[src/scpm_consts.vh]
// constants of the three-wire control port: addresses, fields, reset values
`ifndef SCPM_CONSTS_VH
`define SCPM_CONSTS_VH

`define SCPM_REG_W 24
`define SCPM_NUM_REGS 10
`define SCPM_CFG_REGS 9
`define SCPM_HDR_BITS 3'h5
`define SCPM_ADDR_FIRST 4'h1
`define SCPM_ADDR_LAST 4'hA
`define SCPM_ADDR_STAT 4'hA
`define SCPM_ADDR_MODEM 4'hB
`define SCPM_ADDR_PWR 4'h5
`define SCPM_ADDR_CLK 4'h4
`define SCPM_MIN_WBITS 5'h04
`define SCPM_FULL_WBITS 5'h18
`define SCPM_RD_BITS_HI 23
`define SCPM_RD_BITS_LO 21
`define SCPM_MODEM_BIT 20
`define SCPM_TXDIV_HI 23
`define SCPM_TXDIV_LO 18
`define SCPM_TXDIV_HALF 9'h008

`define SCPM_RST_R1 24'h003240
`define SCPM_RST_R2 24'h003240
`define SCPM_RST_R3 24'h6F8064
`define SCPM_RST_R4 24'h820800
`define SCPM_RST_R5 24'h000000
`define SCPM_RST_R6 24'h000000
`define SCPM_RST_R7 24'h000000
`define SCPM_RST_R8 24'h000000
`define SCPM_RST_R9 24'h000000

`endif

[src/scpm_serial_port.v]
// three-wire serial control port with register file and data-modem hand-over
// What this block and its host do
// [RULE_01] port always alive, ignores power-down bits
// [RULE_02] host keeps enable low between transfers
// [RULE_03] ten 24-bit registers, addresses 1 to 10
// [RULE_04] reg10 and reg5 top bits are status
// [RULE_05] all bits move on serial clock rise
// [RULE_06] write header: 0 then four address bits
// [RULE_07] enable fall after header latches address
// [RULE_08] data shifted MSB first, unused bits zero
// [RULE_09] enable pulse fall commits written data
// [RULE_10] short writes update low bits, minimum four
// [RULE_11] read header: 1 then four address bits
// [RULE_12] read header fall loads shifter, pin input
// [RULE_13] first read edge drives MSB, 24 edges
// [RULE_14] one to three edges read reg5 top bits
// [RULE_15] enable pulse fall ends read, pin input
// [RULE_16] modem tx clock is crystal/(16*counter) on status
// [RULE_17] modem bit set last, then address 11
// [RULE_18] address 11 with modem bit drives recovered clock
// [RULE_19] host releases data pin before that fall
// [RULE_20] port ignores traffic while recovered clock driven
// [RULE_21] enable pulse fall leaves modem hand-over
// [RULE_22] host keeps modem bit clear otherwise
// [RULE_23] invalid addresses change nothing, except 11
`timescale 1ns/1ps
`default_nettype none
`include "scpm_consts.vh"

module scpm_serial_port (
	input wire clk,
	input wire rst_b,
	input wire serClk,
	input wire serEn,
	input wire serDataIn,
	output reg serDataOut,
	output reg serDataOe_b,
	input wire [2:0] statusIn,
	input wire [23:0] statusRegIn,
	input wire recoveredClk,
	input wire xtalTick,
	input wire statusLineIn,
	output reg statusPinOut,
	output reg [215:0] cfgRegs
);

	localparam ST_IDLE = 3'h0;
	localparam ST_HDR = 3'h1;
	localparam ST_WDATA = 3'h2;
	localparam ST_WEND = 3'h3;
	localparam ST_RDATA = 3'h4;
	localparam ST_REND = 3'h5;
	localparam ST_MODEM = 3'h6;
	localparam ST_MEND = 3'h7;

	reg [2:0] state_reg;
	reg serClkPrev_reg;
	reg serEnPrev_reg;
	reg [4:0] hdr_reg;
	reg [2:0] hdrCnt_reg;
	reg [23:0] shift_reg;
	reg [4:0] bitCnt_reg;
	reg [3:0] addr_reg;
	reg addrOk_reg;
	reg [8:0] divCnt_reg;
	reg txClk_reg;

	wire clkRise = serClk & ~serClkPrev_reg;
	wire enRise = serEn & ~serEnPrev_reg;
	wire enFall = ~serEn & serEnPrev_reg;
	wire hdrRead = hdr_reg[4];
	wire [3:0] hdrAddr = hdr_reg[3:0];
	wire modemOn = cfgRegs[(`SCPM_ADDR_PWR - 1) * `SCPM_REG_W + `SCPM_MODEM_BIT];
	wire [5:0] txDiv = cfgRegs[(`SCPM_ADDR_CLK - 1) * `SCPM_REG_W + `SCPM_TXDIV_HI -:
		6];

	// valid register address, 1..10
	function addrValid;
		input [3:0] a;
		begin
			addrValid = (a >= `SCPM_ADDR_FIRST) && (a <= `SCPM_ADDR_LAST); // RULE_03
		end
	endfunction

	// readback view of a register, status fields overlaid
	function [23:0] readReg;
		input [3:0] a;
		reg [23:0] v;
		begin
			v = 24'h000000;
			if (a == `SCPM_ADDR_STAT) begin
				v = statusRegIn; // RULE_04
			end else if (addrValid(a)) begin
				v = cfgRegs[(a - 4'h1) * `SCPM_REG_W +: `SCPM_REG_W];
				if (a == `SCPM_ADDR_PWR) begin
					v[`SCPM_RD_BITS_HI:`SCPM_RD_BITS_LO] = statusIn; // RULE_04
				end
			end
			readReg = v;
		end
	endfunction

	// lower-bit mask covering the bits that were shifted in
	function [23:0] lowMask;
		input [4:0] n;
		begin
			if (n >= `SCPM_FULL_WBITS) begin
				lowMask = 24'hFFFFFF;
			end else begin
				lowMask = ~(24'hFFFFFF << n); // RULE_10
			end
		end
	endfunction

	wire [23:0] commitMask = lowMask(bitCnt_reg);
	wire [23:0] oldVal = cfgRegs[(addr_reg - 4'h1) * `SCPM_REG_W +: `SCPM_REG_W];
	wire [23:0] newVal = (oldVal & ~commitMask) | (shift_reg & commitMask);

	// port sequencer; no power-down bit reaches it
	always @(posedge clk or negedge rst_b) begin // RULE_01
		if (!rst_b) begin
			state_reg <= ST_IDLE;
			serClkPrev_reg <= 1'b0;
			serEnPrev_reg <= 1'b0;
			hdr_reg <= 5'h00;
			hdrCnt_reg <= 3'h0;
			shift_reg <= 24'h000000;
			bitCnt_reg <= 5'h00;
			addr_reg <= 4'h0;
			addrOk_reg <= 1'b0;
			serDataOut <= 1'b0;
			serDataOe_b <= 1'b1;
			cfgRegs <= {`SCPM_RST_R9, `SCPM_RST_R8, `SCPM_RST_R7, `SCPM_RST_R6,
				`SCPM_RST_R5, `SCPM_RST_R4, `SCPM_RST_R3, `SCPM_RST_R2, `SCPM_RST_R1};
		end else begin
			serClkPrev_reg <= serClk;
			serEnPrev_reg <= serEn;
			case (state_reg)
				ST_IDLE: begin
					if (enRise) begin
						state_reg <= ST_HDR;
						hdrCnt_reg <= 3'h0;
					end
				end
				ST_HDR: begin
					if (clkRise && hdrCnt_reg != `SCPM_HDR_BITS) begin
						hdr_reg <= {hdr_reg[3:0], serDataIn}; // RULE_06 RULE_11 RULE_05
						hdrCnt_reg <= hdrCnt_reg + 3'h1;
					end
					if (enFall) begin
						addr_reg <= hdrAddr; // RULE_07
						bitCnt_reg <= 5'h00;
						if (hdrCnt_reg != `SCPM_HDR_BITS) begin
							state_reg <= ST_IDLE;
						end else if (hdrAddr == `SCPM_ADDR_MODEM && modemOn) begin
							state_reg <= ST_MODEM; // RULE_18 RULE_23
						end else if (hdrRead) begin
							shift_reg <= readReg(hdrAddr); // RULE_12
							state_reg <= ST_RDATA;
						end else begin
							addrOk_reg <= addrValid(hdrAddr) && hdrAddr != `SCPM_ADDR_STAT; // RULE_23
							state_reg <= ST_WDATA;
						end
					end
				end
				ST_WDATA: begin
					if (clkRise) begin
						shift_reg <= {shift_reg[22:0], serDataIn}; // RULE_08 RULE_05
						if (bitCnt_reg != `SCPM_FULL_WBITS) begin
							bitCnt_reg <= bitCnt_reg + 5'h01;
						end
					end
					if (enRise) begin
						state_reg <= ST_WEND;
					end
				end
				ST_WEND: begin
					if (enFall) begin
						if (addrOk_reg && bitCnt_reg >= `SCPM_MIN_WBITS) begin
							cfgRegs[(addr_reg - 4'h1) * `SCPM_REG_W +: `SCPM_REG_W] <= newVal; // RULE_09 RULE_10
						end
						state_reg <= ST_IDLE;
					end
				end
				ST_RDATA: begin
					if (clkRise) begin
						serDataOe_b <= 1'b0; // RULE_13
						serDataOut <= shift_reg[23]; // RULE_13 RULE_14 RULE_05
						shift_reg <= {shift_reg[22:0], 1'b0};
					end
					if (enRise) begin
						state_reg <= ST_REND;
					end
				end
				ST_REND: begin
					if (enFall) begin
						serDataOe_b <= 1'b1; // RULE_15
						state_reg <= ST_IDLE;
					end
				end
				ST_MODEM: begin
					serDataOe_b <= 1'b0; // RULE_18
					serDataOut <= recoveredClk; // RULE_18
					if (enRise) begin
						state_reg <= ST_MEND; // RULE_20
					end
				end
				ST_MEND: begin
					serDataOut <= recoveredClk;
					if (enFall) begin
						serDataOe_b <= 1'b1; // RULE_21
						state_reg <= ST_IDLE;
					end
				end
				default: begin
					state_reg <= ST_IDLE;
				end
			endcase
		end
	end

	// transmit data clock: toggles every 8*counter crystal ticks
	always @(posedge clk or negedge rst_b) begin
		if (!rst_b) begin
			divCnt_reg <= 9'h000;
			txClk_reg <= 1'b0;
			statusPinOut <= 1'b0;
		end else begin
			if (!modemOn || txDiv == 6'h00) begin
				divCnt_reg <= 9'h000;
				txClk_reg <= 1'b0;
			end else if (xtalTick) begin
				if (divCnt_reg >= ({3'h0, txDiv} * `SCPM_TXDIV_HALF) - 9'h001) begin
					divCnt_reg <= 9'h000;
					txClk_reg <= ~txClk_reg; // RULE_16
				end else begin
					divCnt_reg <= divCnt_reg + 9'h001;
				end
			end
			statusPinOut <= modemOn ? txClk_reg : statusLineIn; // RULE_16
		end
	end

endmodule // scpm_serial_port

`default_nettype wire

[config.mk]
export PLATFORM = sky130hd
export DESIGN_NAME = scpm_serial_port
export DESIGN_NICKNAME = d
export VERILOG_FILES = /design/src/scpm_serial_port.v
export VERILOG_INCLUDE_DIRS = /design/src
export SDC_FILE = /design/constraint.sdc
export NUM_CORES = 1
export LEC_CHECK = 0
export BUFFER_PORTS_ARGS = -buffer_cell sky130_fd_sc_hd__buf_2
export CAP_MARGIN = 15
export CORE_ASPECT_RATIO = 1.5
export CORE_MARGIN = 4
export CORE_UTILIZATION = 30
export CTS_CLUSTER_DIAMETER = 100
export DETAILED_ROUTE_END_ITERATION = 10
export PLACE_DENSITY_LB_ADDON = 0.1
export SLEW_MARGIN = 20
export SYNTH_ARGS = -nofsm -noshare
export SYNTH_HDL_FRONTEND = slang
export SYNTH_SLANG_ARGS = --single-unit
[constraint.sdc]
create_clock -name clk -period 9 [get_ports clk]
set_input_delay 1.8 -clock clk [delete_from_list [all_inputs] [get_ports clk]]
set_output_delay 1.8 -clock clk [all_outputs]
set_load 0.05 [all_outputs]
==> flow_summary.json <==
{
  "cp-startpoint": "addr_reg[0]",
  "endpoint_kind": "flip-flop",
  "syn-cell-area_um2": 25800,
  "htreeDepth": 2,
  "cts_tree": "yes",
  "crit_fanout": 28,
  "fin_crit_sh": 0.890,
  "max-cap-violations": 0,
  "post_cts_resized": 0,
  "ant_nets": 0,
  "cp_data_arrival_time_ns": 8.45,
  "dr.pass1.iters": 6,
  "largest_reg_flops": 216,
  "die_h_um": 367,
  "rsz0062_at_grt": "no",
  "port_buffers": 253,
  "drc": 0,
  "seq_area_frac_synth": 0.268,
  "final_nets": 3157,
  "netlist_instances": 2925,
  "cts_buffers": 35,
  "grt_pass1_vias": 28200,
  "finalSetupViolCount": 0,
  "hp-start": "addrOk_reg",
  "finClkSkew_ns": 0.0318,
  "wirelength_um": 192000,
  "fp.dieArea_um2": 91000,
  "cp-start-kind": "flip-flop",
  "vias_per_cell": 6.82,
  "synth_top_area_frac": 0.246,
  "ys_ff_latch": 276,
  "num_vias": 29000,
  "n_fill_cell": 8999,
  "async_flop_share": 1.00,
  "yosysWarningCount": 0,
  "min_path_type": "reg -> reg",
  "synth_top_cell_by_area": "dfrtp_1",
  "synthTopCellsByArea": "dfrtp_1 25%, mux4_2 12%, mux2i_1 6.5%, mux2_2 5.0%, nand2_1 4.4%",
  "drt-initial-drc-count": 3658,
  "grt_pass1_wl_um": 257000,
  "clock.fmax_ghz": 0.125,
  "postCtsSetupBuffers": 0,
  "r2r_cells": 22,
  "timing.final.crit_period_ns": 8.01,
  "synth_fp_nets": 2998,
  "core_area_um2": 85200,
  "top_level_ports": 254,
  "hold_viol": 0,
  "syn_to_final_growth_pct": 14.4,
  "cts.clk_slew.worst_paths_ns": 0.06,
  "gp_congestion": 1.08,
  "maxSlewViolCount": 0,
  "globalRouteOverflowTotal": 0,
  "die_w_um": 248,
  "synth_top_flop_cell": "dfrtp_1",
  "wl_per_cell_um": 45.2,
  "rrSetupSlack_ns": 0.99,
  "avgSynthCellArea_um2": 8.83,
  "whs_path_depth": 1,
  "num_rows": 131,
  "cts_hold_buffers": 0,
  "reg2reg_from": "addr_reg[0]",
  "clk_latency_ns": 0.60,
  "start_util": 0.303,
  "grt.total_usage": 0.412,
  "grt_max_degree": 136,
  "fin_tns_setup_ns": 0,
  "cts_root_buf": "clkbuf_16",
  "drive_gt1_frac": 0.254,
  "clock_sinks": 276,
  "max_slew_margin": 0.145,
  "yosysUniqueCellTypes": 110,
  "synth-edff-count": 0,
  "worst_slew_pin_slew_ns": 1.27,
  "antenna_found_initial": 21,
  "outcome": "completed",
  "dp_hpwl_um": 147000,
  "worstSetupPathType": "reg -> reg",
  "required_ns": 9.44,
  "clock_path_buffers": 3
}
==> metrics by stage <==
step                      setup WS (ns)   util  hold WS [ns]  cells  cell area, µm²
after global routing              0.728  0.347         0.514   4240           29500
final                             0.988  0.347         0.504   4251           29600
after detailed placement           1.38  0.333         0.491   4177           28400
after floorplan                    1.49      -         0.450   2925           25800
after global placement             1.42  0.333         0.478   4177           28400
after CTS                          1.33  0.347         0.506   4240           29500
==> path summary, 6_finish.rpt <==
path                                  to
max                         cfgRegs[106]
min                           addrOk_reg
max reg2reg                 cfgRegs[106]
min reg2reg                   addrOk_reg
max in group asynchronous   cfgRegs[118]
min in group asynchronous  hdrCnt_reg[0]
==> area by class of cell <==
class / count / area (µm²) / area share
multi-input cells: 2355 / 17600 / 0.596
flip-flops and latches: 276 / 6940 / 0.235
repair buffers: 381 / 2260 / 0.0765
well taps: 1130 / 1410 / 0.0478
clock buffers: 48 / 945 / 0.0320
clock inverters: 15 / 204 / 0.00690
inverters: 35 / 136 / 0.00461
diodes: 11 / 27.5 / 0.000931
==> cell usage after synthesis, types with 19 or more instances <==
library cell  number
or3_1             31
mux4_2           138
a211oi_1          46
mux2_2           115
dfrtp_1          254
buf_4             31
nand4_1           26
o31ai_1           33
nand2b_1          21
and2_1            19
a21oi_1          177
dfstp_2           22
nor4_1            21
nor2b_1           22
o21ai_0          184
ha_1              36
a31oi_1           59
nor3_1           126
o22ai_1           31
mux2i_1          168
o221ai_1          26
nand2_1          303
buf_1             26
clkbuf_1         102
o211ai_1          25
inv_1             31
nand3_1           83
buf_2             84
a221oi_1          32
nor2_1           279
==> worst max-delay path, cell delays in order, from the launching register on <==
cell     delay, ns
dfrtp_4       0.70
inv_1         0.20
ha_1          0.27
or3b_4        0.55
inv_4         0.20
ha_1          0.48
o21a_1        0.20
and2_1        0.13
buf_4         0.20
nor2_1        0.07
buf_4         0.24
or3_1         0.41
inv_1         0.11
nand2_1       0.07
ha_1          0.33
or4b_1        0.57
nor4_2        0.36
nand3_1       0.27
nor4_1        1.05
nor2_1        0.25
nor2_1        0.87
o21a_1        0.23
a21oi_1       0.07
==> cells in the final DEF, fill, tap and decap left out, types with 30 or more instances in the layout <==
master	count
a211oi_1	46
a21oi_1	175
a221oi_1	32
a31oi_1	59
buf_2	252
buf_4	126
clkbuf_16	35
dfrtp_1	252
ha_1	34
inv_1	31
mux2_2	115
mux2i_1	168
mux4_2	138
nand2_1	303
nand3_1	83
nor2_1	279
nor3_1	125
o21ai_0	181
o22ai_1	30
o31ai_1	33
or3_1	31
==> layer usage <==
metal,part of all wire,up-vias,track usage
met3,0.085,706,0.0932
met5,0.00013,-,0.00109
li1,-,11600,-
met4,0.13,4,0.399
met1,0.35,14700,0.473
met2,0.44,2024,0.622
==> cells by family (layout without fill, tap and decap cells) <==
logic type | after synthesis | count (layout) | synth area share
AO/OA/AOI/OAI | 855 | 855 | 0.225
AND/OR/NAND/NOR | 1008 | 1008 | 0.182
flip-flops | 276 | 276 | 0.268
other | 0 | 11 | 0
buffers and inverters | 294 | 479 | 0.0561
XOR/XNOR | 25 | 25 | 0.00906
adder cells (fa/ha/maj) | 38 | 38 | 0.0190
multiplexers | 429 | 429 | 0.240
Power is left out: the tool's default activity adds up to more than one toggle a clock period on the data nets, which glitch-free logic cannot reach.
